==> src/core/dso_pkg.sv <==
// package of constants and types for the drive status output logic
package dso_pkg;
    // clock and timing
    localparam int CLK_MHZ = 200;
    localparam int TL_DELAY_MS = 20;
    localparam int TL_DELAY_CYC = TL_DELAY_MS * 1000 * CLK_MHZ;
    localparam int READY_DELAY_MS = 1000;
    localparam int READY_DELAY_CYC = READY_DELAY_MS * 1000 * CLK_MHZ;
    localparam int TICK_MS_CYC = 1000 * CLK_MHZ;
    // measurement widths: frequency in 0.1 Hz, current in 0.1 % of rated
    localparam int FREQ_W = 16;
    localparam int CUR_W = 16;
    localparam int TIME_W = 16;
    localparam int CNT_W = 32;
    // setting limits (0.1 Hz units / 0.1 %)
    localparam logic [FREQ_W-1:0] ARRIVAL_BAND_MAX = 16'h0064;
    localparam logic [FREQ_W-1:0] DETECT_LEVEL_MAX = 16'h04b0;
    localparam logic [FREQ_W-1:0] DETECT_HYST_MAX = 16'h012c;
    localparam logic [CUR_W-1:0] OL_LEVEL_MIN = 16'h0032;
    localparam logic [CUR_W-1:0] OL_LEVEL_MAX = 16'h05dc;
    // release at 90 percent: level * 9 / 10
    localparam int OL_REL_NUM = 9;
    localparam int OL_REL_DEN = 10;
    // output selector codes and factory defaults
    localparam int SEL_W = 5;
    localparam logic [SEL_W-1:0] SEL_RUN = 5'h00;
    localparam logic [SEL_W-1:0] SEL_ARRIVAL = 5'h01;
    localparam logic [SEL_W-1:0] SEL_DETECT = 5'h02;
    localparam logic [SEL_W-1:0] SEL_TORQUE_DLY = 5'h05;
    localparam logic [SEL_W-1:0] SEL_OVERLOAD = 5'h07;
    localparam logic [SEL_W-1:0] SEL_READY = 5'h0a;
    localparam int NUM_OUT = 5;
    // overload mode values
    localparam logic OL_MODE_THERMAL = 1'b0;
    localparam logic OL_MODE_CURRENT = 1'b1;
    // relay polarity values
    localparam logic RELAY_NORMAL = 1'b0;
    localparam logic RELAY_INVERTED = 1'b1;

    typedef logic [SEL_W-1:0] dso_sel_t;
endpackage

==> src/core/dso_qual_timer.sv <==
// qualification timer: output rises after input held for a number of cycles
`timescale 1ns/100ps
`default_nettype none
module dso_qual_timer #(
    parameter int CNT_W = 32
) (
    input wire logic core_clk_in,           // core clock
    input wire logic reset_n_in,            // synchronous reset, active low
    input wire logic enable_in,             // count enable pulse
    input wire logic cond_in,               // condition being qualified
    input wire logic [CNT_W-1:0] limit_in,  // cycles (enables) to hold
    output logic qualified_out              // condition held long enough
);
    typedef struct packed {
        logic [CNT_W-1:0] count;
        logic done;
    } dso_qt_state_t;

    dso_qt_state_t state;
    dso_qt_state_t next_state;

    // count while the condition holds, restart from zero when it drops
    always_comb begin
        next_state = state;
        if (!cond_in) begin
            next_state.count = '0;
            next_state.done = 1'b0;
        end else if (!state.done && enable_in) begin
            if (state.count + CNT_W'(1) >= limit_in) begin
                next_state.done = 1'b1;
            end else begin
                next_state.count = state.count + CNT_W'(1);
            end
        end
    end

    always_ff @(posedge core_clk_in) begin
        if (!reset_n_in) begin
            state <= '0;
        end else begin
            state <= next_state;
        end
    end

    assign qualified_out = state.done;
endmodule
`default_nettype wire

==> src/core/dso_status_out.sv <==
// status output logic: torque delay, arrival, level detect, overload, relay
`timescale 1ns/100ps
`default_nettype none
////////////////////////////////////////////////////////////////////////////////
// Functional notes
// - delayed torque flag after 20 ms limiting
// - outputs default to selectors 0,1,2,7,10
// - relay polarity 0 normal, 1 inverted
// - inverted relay closes once control ready
// - arrival within band around set frequency
// - level flag above detect level
// - level flag releases below level minus hysteresis
// - overload mode: thermal or current source
// - thermal mode uses motor thermal model
// - current mode needs programmed hold time
// - overload level 5 to 150 percent
// - overload releases at 90 percent level
// - overload warning off with second motor
module dso_status_out
    import dso_pkg::*;
#(
    parameter int TL_CYCLES = dso_pkg::TL_DELAY_CYC,        // 20 ms qualification
    parameter int READY_CYCLES = dso_pkg::READY_DELAY_CYC,  // power-on to ready
    parameter int MS_CYCLES = dso_pkg::TICK_MS_CYC          // cycles per ms tick
) (
    input wire logic core_clk_in,                              // 200 MHz clock
    input wire logic reset_n_in,                               // sync reset, low
    input wire logic running_in,                               // drive running
    input wire logic fault_in,                                 // protection active
    input wire logic torque_limit_in,                          // torque limiter
    input wire logic regen_avoid_in,                           // regen avoidance
    input wire logic current_limit_in,                         // current limiter
    input wire logic [dso_pkg::FREQ_W-1:0] out_freq_in,        // 0.1 Hz units
    input wire logic [dso_pkg::FREQ_W-1:0] set_freq_in,        // 0.1 Hz units
    input wire logic [dso_pkg::CUR_W-1:0] out_current_in,      // 0.1 % rated
    input wire logic thermal_warn_in,                          // thermal model level
    input wire logic motor_two_sel_in,                         // second motor
    input wire logic [dso_pkg::FREQ_W-1:0] arrival_band_setting_in,    // band
    input wire logic [dso_pkg::FREQ_W-1:0] detect_level_setting_in,    // level
    input wire logic [dso_pkg::FREQ_W-1:0] detect_hysteresis_setting_in, // hyst
    input wire logic overload_mode_setting_in,                 // 0 thermal
    input wire logic [dso_pkg::CUR_W-1:0] overload_level_setting_in,   // level
    input wire logic [dso_pkg::TIME_W-1:0] overload_time_setting_in,   // ms
    input wire logic relay_polarity_setting_in,                // 1 inverted
    input wire logic sel_load_in,                              // load selectors
    input wire logic [dso_pkg::SEL_W-1:0] sel_data_in,         // selector value
    input wire logic [2:0] sel_index_in,                       // output 0..4
    output logic torque_limit_delayed_flag_out,                // delayed torque
    output logic freq_arrival_flag_out,                        // arrival
    output logic freq_level_flag_one_out,                      // level detect
    output logic overload_warn_flag_out,                       // overload
    output logic ready_out,                                    // drive ready
    output logic status_out_a_out,                             // output a
    output logic status_out_b_out,                             // output b
    output logic status_out_c_out,                             // output c
    output logic status_out_d_out,                             // output d
    output logic relay_e_contact_a_out                         // relay closed
);
    import dso_pkg::*;

    ////////////////////////////////////////////////////////////////////////////
    // state
    typedef struct packed {
        logic [CNT_W-1:0] ms_div;
        logic [CNT_W-1:0] ready_cnt;
        logic ready;
        logic arrival;
        logic level;
        logic ol_raw;
        logic ol_flag;
        logic [NUM_OUT*SEL_W-1:0] sel;
        logic [NUM_OUT-1:0] outs;
        logic relay;
    } dso_state_t;

    dso_state_t state;
    dso_state_t next_state;
    logic tl_flag;
    logic ol_cur_held;
    logic ms_tick;
    logic [CUR_W+3:0] ol_release;

    localparam logic [NUM_OUT*SEL_W-1:0] SEL_DEFAULT =
        {SEL_READY, SEL_OVERLOAD, SEL_DETECT, SEL_ARRIVAL, SEL_RUN};

    // clamp a setting to its maximum
    function automatic logic [FREQ_W-1:0] clamp_max(input logic [FREQ_W-1:0] v,
                                                     input logic [FREQ_W-1:0] mx);
        clamp_max = (v > mx) ? mx : v;
    endfunction

    // map a selector code to the internal flag it names
    function automatic logic pick_flag(input dso_sel_t code, input dso_state_t s,
                                       input logic tl);
        pick_flag = 1'b0;
        case (code)
            SEL_RUN: pick_flag = running_in;
            SEL_ARRIVAL: pick_flag = s.arrival;
            SEL_DETECT: pick_flag = s.level;
            SEL_TORQUE_DLY: pick_flag = tl;
            SEL_OVERLOAD: pick_flag = s.ol_flag;
            SEL_READY: pick_flag = s.ready;
            default: pick_flag = 1'b0;
        endcase
    endfunction

    ////////////////////////////////////////////////////////////////////////////
    // delayed torque flag: any limiter action must persist for the full window
    dso_qual_timer #(
        .CNT_W(CNT_W)
    ) u_tl_timer (
        .core_clk_in(core_clk_in),
        .reset_n_in(reset_n_in),
        .enable_in(1'b1),
        .cond_in(torque_limit_in | regen_avoid_in | current_limit_in),
        .limit_in(CNT_W'(TL_CYCLES)),
        .qualified_out(tl_flag)
    );

    // current-mode overload hold time, counted in ms ticks
    dso_qual_timer #(
        .CNT_W(CNT_W)
    ) u_ol_timer (
        .core_clk_in(core_clk_in),
        .reset_n_in(reset_n_in),
        .enable_in(ms_tick),
        .cond_in(state.ol_raw),
        .limit_in(CNT_W'(overload_time_setting_in)),
        .qualified_out(ol_cur_held)
    );

    // one-cycle tick as the free-running divider wraps
    assign ms_tick = (state.ms_div == CNT_W'(MS_CYCLES - 1));

    ////////////////////////////////////////////////////////////////////////////
    // next-state logic
    always_comb begin
        logic [FREQ_W:0] lo;
        logic [FREQ_W:0] hi;
        logic [FREQ_W-1:0] band;
        logic [FREQ_W-1:0] lvl;
        logic [FREQ_W-1:0] hys;
        logic [CUR_W-1:0] ol_lvl;
        logic sig_e;
        lo = '0;
        hi = '0;
        band = clamp_max(arrival_band_setting_in, ARRIVAL_BAND_MAX);
        lvl = clamp_max(detect_level_setting_in, DETECT_LEVEL_MAX);
        hys = clamp_max(detect_hysteresis_setting_in, DETECT_HYST_MAX);
        ol_lvl = overload_level_setting_in;
        sig_e = 1'b0;
        next_state = state;

        // ms divider runs free; one-cycle tick at wrap
        next_state.ms_div = ms_tick ? '0 : state.ms_div + CNT_W'(1);

        // ready after control voltage settles, dropped while protection active
        if (state.ready_cnt < CNT_W'(READY_CYCLES)) begin
            next_state.ready_cnt = state.ready_cnt + CNT_W'(1);
        end
        next_state.ready = (state.ready_cnt >= CNT_W'(READY_CYCLES)) && !fault_in;

        // arrival window, widened by one bit so edges cannot wrap
        lo = {1'b0, set_freq_in} - {1'b0, band};
        if (band > set_freq_in) begin
            lo = '0;
        end
        hi = {1'b0, set_freq_in} + {1'b0, band};
        next_state.arrival = ({1'b0, out_freq_in} >= lo) &&
                             ({1'b0, out_freq_in} <= hi);

        // level detection with release hysteresis
        if (out_freq_in > lvl) begin
            next_state.level = 1'b1;
        end else if ({1'b0, out_freq_in} + {1'b0, hys} <= {1'b0, lvl}) begin
            next_state.level = 1'b0;
        end

        // overload level limited to the legal range
        if (ol_lvl < OL_LEVEL_MIN) begin
            ol_lvl = OL_LEVEL_MIN;
        end else if (ol_lvl > OL_LEVEL_MAX) begin
            ol_lvl = OL_LEVEL_MAX;
        end

        // release point: 90 percent of the clamped level, so a setting outside
        // the legal range cannot lift the release point above the set point
        ol_release = (CUR_W+4)'(({4'h0, ol_lvl} * (CUR_W+4)'(OL_REL_NUM)) /
                                (CUR_W+4)'(OL_REL_DEN));

        // raw current comparison: before the hold time has run out any dip
        // to the level restarts the qualification; once qualified, only the
        // 90 percent point lets the warning go
        if (out_current_in > ol_lvl) begin
            next_state.ol_raw = 1'b1;
        end else if (!ol_cur_held) begin
            next_state.ol_raw = 1'b0;
        end else if ({4'h0, out_current_in} <= ol_release) begin
            next_state.ol_raw = 1'b0;
        end

        // source select; thermal level comes from the shared motor model
        if (motor_two_sel_in) begin
            next_state.ol_flag = 1'b0;
        end else if (overload_mode_setting_in == OL_MODE_THERMAL) begin
            next_state.ol_flag = thermal_warn_in;
        end else begin
            next_state.ol_flag = ol_cur_held;
        end

        // selector reload; out-of-range index is ignored
        if (sel_load_in && sel_index_in < 3'(NUM_OUT)) begin
            next_state.sel[sel_index_in*SEL_W +: SEL_W] = sel_data_in;
        end

        // route flags to outputs
        for (int i = 0; i < NUM_OUT; i++) begin
            next_state.outs[i] = pick_flag(state.sel[i*SEL_W +: SEL_W], state, tl_flag);
        end

        // relay polarity; inverted relay also waits for control voltage
        sig_e = state.outs[NUM_OUT-1];
        if (relay_polarity_setting_in == RELAY_NORMAL) begin
            next_state.relay = sig_e;
        end else begin
            // contacts stay open until control voltage is up, whatever the signal
            next_state.relay = !sig_e &&
                               state.ready_cnt >= CNT_W'(READY_CYCLES);
        end
    end

    // register the whole state; selectors reset to factory codes
    always_ff @(posedge core_clk_in) begin
        if (!reset_n_in) begin
            state <= '0;
            state.sel <= SEL_DEFAULT;
        end else begin
            state <= next_state;
        end
    end

    ////////////////////////////////////////////////////////////////////////////
    // outputs, all from flip-flops
    assign torque_limit_delayed_flag_out = tl_flag;
    assign freq_arrival_flag_out = state.arrival;
    assign freq_level_flag_one_out = state.level;
    assign overload_warn_flag_out = state.ol_flag;
    assign ready_out = state.ready;
    assign status_out_a_out = state.outs[0];
    assign status_out_b_out = state.outs[1];
    assign status_out_c_out = state.outs[2];
    assign status_out_d_out = state.outs[3];
    assign relay_e_contact_a_out = state.relay;
endmodule
`default_nettype wire

==> config.mk <==
export PLATFORM = sky130hd
export DESIGN_NAME = dso_status_out
export DESIGN_NICKNAME = d
export VERILOG_FILES = /design/src/core/dso_pkg.sv /design/src/core/dso_qual_timer.sv /design/src/core/dso_status_out.sv
export SDC_FILE = /design/constraint.sdc
export NUM_CORES = 1
export LEC_CHECK = 0
export BUFFER_PORTS_ARGS = -buffer_cell sky130_fd_sc_hd__buf_2
export CAP_MARGIN = 15
export CORE_ASPECT_RATIO = 1.75
export CORE_MARGIN = 3
export CORE_UTILIZATION = 50
export CTS_BUF_LIST = sky130_fd_sc_hd__clkbuf_4
export DETAILED_ROUTE_END_ITERATION = 10
export PLACE_DENSITY = 0.69
export SETUP_SLACK_MARGIN = 0.3
export SYNTH_ARGS = -nofsm -noshare
export SYNTH_HDL_FRONTEND = slang
export SYNTH_HIERARCHICAL = 1
export SYNTH_SLANG_ARGS = --single-unit
==> constraint.sdc <==
create_clock -name core_clk_in -period 12.15 [get_ports core_clk_in]
set_input_delay 1.215 -clock core_clk_in [delete_from_list [all_inputs] [get_ports core_clk_in]]
set_output_delay 1.215 -clock core_clk_in [all_outputs]
set_load 0.05 [all_outputs]
; After elaboration in Yosys (flattened, before gate mapping)
; Cells that the tools add are included.
[totals]
regBits = 166
[op_classes]
add_sub_neg = 8
multipliers = 2
div = 1
n_lt_le_gt_ge = 17
n_eq_ne = 27
shift = 2
muxes = 21
bitwise_logic = 6
n_reduce_logical = 21
[op_table]
columns = op, count
row1 = $add A32 B1 Y32 const B, 4
row2 = $mux W16, 5
row3 = $eq A5 B3 Y1 const B, 10
row4 = $gt A16 B16 Y1, 3
row5 = $add A16 B16 Y17, 2
row6 = $neg A6 Y34, 1
row7 = $shift A5 B34 Y25 const A, 1
row8 = $shiftx A5 B34 Y25, 1
row9 = $eq A32 B18 Y1 const B, 1
row10 = $ge A32 B16 Y1, 1
row11 = $ge A32 B22 Y1 const B, 1
row12 = $ge A32 B28 Y1 const B, 1
row13 = $gt A16 B11 Y1 const B, 2
row14 = $lt A32 B28 Y1 const B, 1
row15 = $pmux W1 S6, 5
row16 = $bwmux W25, 1
row17 = $eq A5 B1 Y1 const B, 5
row18 = $eq A5 B2 Y1 const B, 5
row19 = $eq A5 B4 Y1 const B, 5
row20 = $logic_not A5 Y1, 5
row21 = $div A20 B4 Y20 const B, 1
row22 = $le A16 B20 Y1, 1
row23 = $mul A16 B4 Y20 const B, 1
row24 = $ge A16 B17 Y1, 1
row25 = 18 further kinds, 41

; Logic depth before layout (Yosys ltp)
[depth]
depth_word = 9
ltp_mapped = 49
mapped_depth_nobuf = 44

; Hierarchy
; The synthesis kept the hierarchy.
[by_module_without_submodules]
columns = module, n_inst, cells_each, area_per_inst_um2, seq_area_each_um2
row1 = dso_status_out, 1, 1515, 11674.9, 2001.9
row2 = dso_qual_timer, 2, 353, 2869.0, 660.6

; Worst setup path before layout
; Ideal clock, no wire load.
[synth_path]
kind = input -> register
from = input port overload_level_setting_in[11] in the netlist's numbering
to = register state[32] (netlist name)
setup_time_ns = 0.124
arrival_ns = 9.205
t_required_ns = 12.026
setup_slack_ns = 2.821
stages = 45
path_buffers = 4
path_cell_list = nor2_1 -> and3_1 -> nand3_1 -> nor4_1 -> a21oi_1 -> nor2_1 -> o21ai_1 -> or3_1 -> ha_1 -> ha_1 -> fa_1 -> a21oi_2 -> o211ai_4 -> o41ai_4 -> xnor2_2 -> mux2i_1 -> or3_1 -> and4_1 -> [... 9 more ...] -> mux2i_1 -> a21oi_1 -> a2111oi_0 -> a311o_1 -> o22a_1 -> buf_4 -> maj3_2 -> o21a_1 -> nor2_1 -> ha_1 -> nor2b_1 -> o21a_1 -> o21a_1 -> o21ai_0 -> o211a_1 -> o21ai_0 -> nand4_1 -> a21boi_0
[synth_rtl]
columns = item, line_no
row1 = from (decl), dso_status_out.sv:42  ; input wire logic [dso_pkg::CUR_W-1:0] overload_level_setting_in,

==> impl_results.rst <==
.. list-table::
   :header-rows: 1

   * - Metric
     - Value
   * - Outcome
     - finished with violations
   * - Violated checks
     - slew limit
   * - Synth-to-layout area growth
     - 9.51%
   * - Gate Count Post-Synth
     - 2221
   * - Kind of start point of the critical path
     - input port
   * - Number of buffers added by the clock tree synthesis step
     - 17
   * - Slowest library cell on the worst path
     - sky130_fd_sc_hd__a21oi_1
   * - Total core area
     - 34100 um^2
   * - Required time worst endpoint
     - 12620 ps
   * - Transition time at the pin with the least slew margin
     - approximately 2200 ps
   * - Setup repair bufs after CTS
     - 0
   * - Clk sink count
     - 166
   * - Synth warn
     - 6
   * - Count of hold-fix buffers inserted at cts
     - 0
   * - Drt total wl
     - 44200 um
   * - Max-cap violations
     - 0
   * - Clock-pin slew on the worst setup and hold paths
     - 130 ps
   * - Slowest cell delay on critical path
     - ~640 ps
   * - Sequential fraction of the synthesis area
     - 19.1%
   * - Number of top-level pins
     - 158
   * - Most area-hungry cell type in the Yosys netlist
     - sky130_fd_sc_hd__dfxtp_1
   * - Residual DRC count
     - 0
   * - Clock tree root buffer cell
     - sky130_fd_sc_hd__clkbuf_4
   * - Area of the die
     - 37200 um^2
   * - Number of buffers inserted by port buffering
     - 157
   * - Max Fclk
     - between 0.09 and 0.1 GHz
   * - Netlist cell types
     - 99
   * - Main flop type after synthesis
     - sky130_fd_sc_hd__dfxtp_1
   * - HPWL Detailed
     - 35400 um
   * - First-iteration detailed-routing DRC count
     - 696
   * - Number of enable flip-flop cells after synthesis
     - 0
   * - Final critical path time including I/O delays and setup
     - 10250 ps
   * - Number of slew-limit violations in the final report
     - 21
   * - Fraction of met2 tracks used by global routing
     - between 40% and 50%
   * - Placed instance area
     - about 19000 um^2
   * - Peak-usage layer in the global routing report
     - met2
   * - Cts repair resizes
     - 0
   * - Number of global-route vias before repair
     - 16500
   * - Global route total overflow
     - 0
   * - Cell row count
     - 89
   * - CTS H-tree depth
     - 4
   * - Wire length of the first global-routing pass
     - roughly 74000 um
   * - Final number of hold-violating endpoints
     - 0
   * - Worst min-delay path category
     - flop to flop
   * - Clock tree from TritonCTS
     - yes
   * - Number of optimization iterations in the first detailed-route pass
     - 5
   * - Global-route track usage on met1
     - 23.1%
   * - Tightest hold margin
     - about 470 ps
   * - Final setup fails
     - 0
   * - Setup repair after global routing missed its margin
     - false
   * - Combined flip-flop and latch cell area
     - approximately 3300 um^2
   * - Number of antenna violations at the first check in global routing
     - 7
   * - Vias per inst
     - just under 6
   * - Starting Density
     - 51.1%
   * - Share of layout cells above drive strength 1
     - approximately a tenth
   * - Post-route setup TNS
     - 0 ps
   * - Critical path capture point type
     - flop
   * - Post-layout instance area
     - 19100 um^2
   * - WL/cell
     - 15.3 um
   * - Total standard cell area after synthesis
     - 17400 um^2
   * - Fraction of post-synthesis cell area in the top cell type by area
     - 19.1%
   * - Average cell area after synthesis
     - 7.84 um^2
   * - Via count
     - about 17000
   * - GRT Resource Usage Total
     - between 20% and 30%
   * - Arrival @ worst endpoint
     - 10720 ps
   * - Clock latency at the later pin of the worst-skew pair
     - 590 ps
   * - Internal reg-to-reg setup slack
     - roughly 7400 ps
   * - Flip-flop and latch count after synthesis
     - around 170
   * - Pwr/cell area
     - 97.8 nW/um^2
   * - Ranking of synthesized cells by area
     - sky130_fd_sc_hd__dfxtp_1 (19%), sky130_fd_sc_hd__ha_1 (18%), sky130_fd_sc_hd__xnor2_1 (6.3%)
   * - Deepest clock path buffer count
     - 2
   * - Leakage power figure
     - between 8 and 9 nW
   * - Leading cell type in the layout, fill and taps excluded
     - sky130_fd_sc_hd__ha_1
   * - Final Wtd Congestion
     - 0.892
   * - Final worst path period share
     - 84.3%
   * - Fin util
     - 56.0%
   * - Number of nets in the layout
     - 2819
   * - Critical path class
     - input port to flop
   * - Final clock skew
     - 19.0 ps
   * - Maximum vdd ir drop
     - 0.0998 mV
   * - Most frequent cells in the layout
     - sky130_fd_sc_hd__ha_1 (244), sky130_fd_sc_hd__nand2_1 (189), sky130_fd_sc_hd__a21oi_1 (184)
   * - GR met3 Demand/Resource
     - 3.51%
   * - Area of combinational cells with multiple inputs
     - between 10000 and 15000 um^2
   * - Asr flop ratio synth
     - 0%
   * - Antenna violation net count after detailed routing
     - 0
   * - Relative max-transition margin
     - -47.5%
   * - Die Width
     - around 150 um
   * - CP Max Fanout
     - 12
   * - Overall power
     - 1.87 mW
   * - Pin count of the biggest net entering global routing
     - 74
   * - Die extent in y
     - between 200 and 300 um
   * - Count of filler cells inserted in the layout
     - approximately 3400
metal layers:
metal / share of wire (%) / routed length (um)
met4: 3.4 / 1500
met3: 3.6 / 1600
met5: 0.21 / 94
met1: 38 / 16600
met2: 55 / 24400
state kept, by name (all words and copies together), names as in the netlist:
register,cells
u_ol_timer/state,32
relay_e_contact_a_out,1
status_out_c_out,1
u_tl_timer/qualified_out,1
status_out_a_out,1
freq_level_flag_one_out,1
status_out_d_out,1
state,91
freq_arrival_flag_out,1
u_tl_timer/state,32
u_ol_timer/qualified_out,1
status_out_b_out,1
overload_warn_flag_out,1
ready_out,1
cell usage after synthesis, types with 17 or more instances:
cell	count
sky130_fd_sc_hd__a21o_1	40
sky130_fd_sc_hd__mux2i_1	20
sky130_fd_sc_hd__and3_1	26
sky130_fd_sc_hd__a21boi_0	17
sky130_fd_sc_hd__or3_1	23
sky130_fd_sc_hd__o31ai_1	64
sky130_fd_sc_hd__o21ai_0	76
sky130_fd_sc_hd__and2_1	38
sky130_fd_sc_hd__o21a_1	23
sky130_fd_sc_hd__a21oi_1	184
sky130_fd_sc_hd__nor2b_1	33
sky130_fd_sc_hd__o21bai_1	23
sky130_fd_sc_hd__nand2_1	189
sky130_fd_sc_hd__nand4_1	71
sky130_fd_sc_hd__nand3_1	87
sky130_fd_sc_hd__dfxtp_1	166
sky130_fd_sc_hd__xnor2_1	126
sky130_fd_sc_hd__nor3_1	45
sky130_fd_sc_hd__or4_1	61
sky130_fd_sc_hd__ha_1	244
sky130_fd_sc_hd__clkbuf_1	52
sky130_fd_sc_hd__xor2_1	41
sky130_fd_sc_hd__inv_1	132
sky130_fd_sc_hd__nand2b_1	27
sky130_fd_sc_hd__nor4_1	22
sky130_fd_sc_hd__a211oi_1	22
sky130_fd_sc_hd__buf_2	17
sky130_fd_sc_hd__nor2_1	151
final cells by class:
type	instances	share of cell area (%)
Antenna cell	1	0.0131
Clock buffer	20	0.787
Clock inverter	12	0.545
Inverter	133	2.62
Multi-Input combinational cell	1936	70.8
Sequential cell	166	17.4
Tap cell	455	2.99
Timing Repair Buffer	169	4.80
through the flow:
step           cells  setup slack [ps]
4_1_cts         2889              2220
2_1_floorplan   2318              2820
3_3_place_gp    2857              1770
5_1_grt         2892              1170
6_report        2892              1900
3_5_place_dp    2857              1580
critical path, delay by kind of cell:
family	cells	cell delay [ps]
mux	1	100
simple gates	11	1750
compound gates	21	5670
buf+inv	1	110
xor+xnor	1	260
fa+ha+maj	5	1580
report_power, final:
part,switching [mW],total [mW],leakage (nW),internal [mW]
Clock,0.200,0.308,0.131,0.107
Sequential,0.00751,0.557,1.34,0.550
Combinational,0.602,1.00,6.53,0.399
logic make-up after synthesis:
kind of cell               count (synthesis)  share of synthesized area (%)
AOI/OAI and AO/OA                        556                           21.5
xor gates and xnor gates                 170                           8.68
buffers and inverters                    216                           5.45
and+or+nand+nor                          840                           26.0
muxes                                     20                           1.15
DFF                                      166                           19.1
other                                      2                         0.0431
adders and majority gates                251                           18.2
path summary, 6_finish.rpt:
path | startpoint | end | depth (start not counted)
worst max-delay path | overload_level_setting_in[11] | state[32]$_SDFFE_PN0P_ | 40
worst min-delay path | state[65]$_SDFFE_PN0P_ | state[65]$_SDFFE_PN0P_ | 1
worst max register to register | u_tl_timer/state[1]$_SDFFE_PN0P_ | u_tl_timer/state[10]$_SDFFE_PN0P_ | 14
worst min register to register | state[65]$_SDFFE_PN0P_ | state[65]$_SDFFE_PN0P_ | 1
No activity file was read; power rests on OpenSTA's default activity.
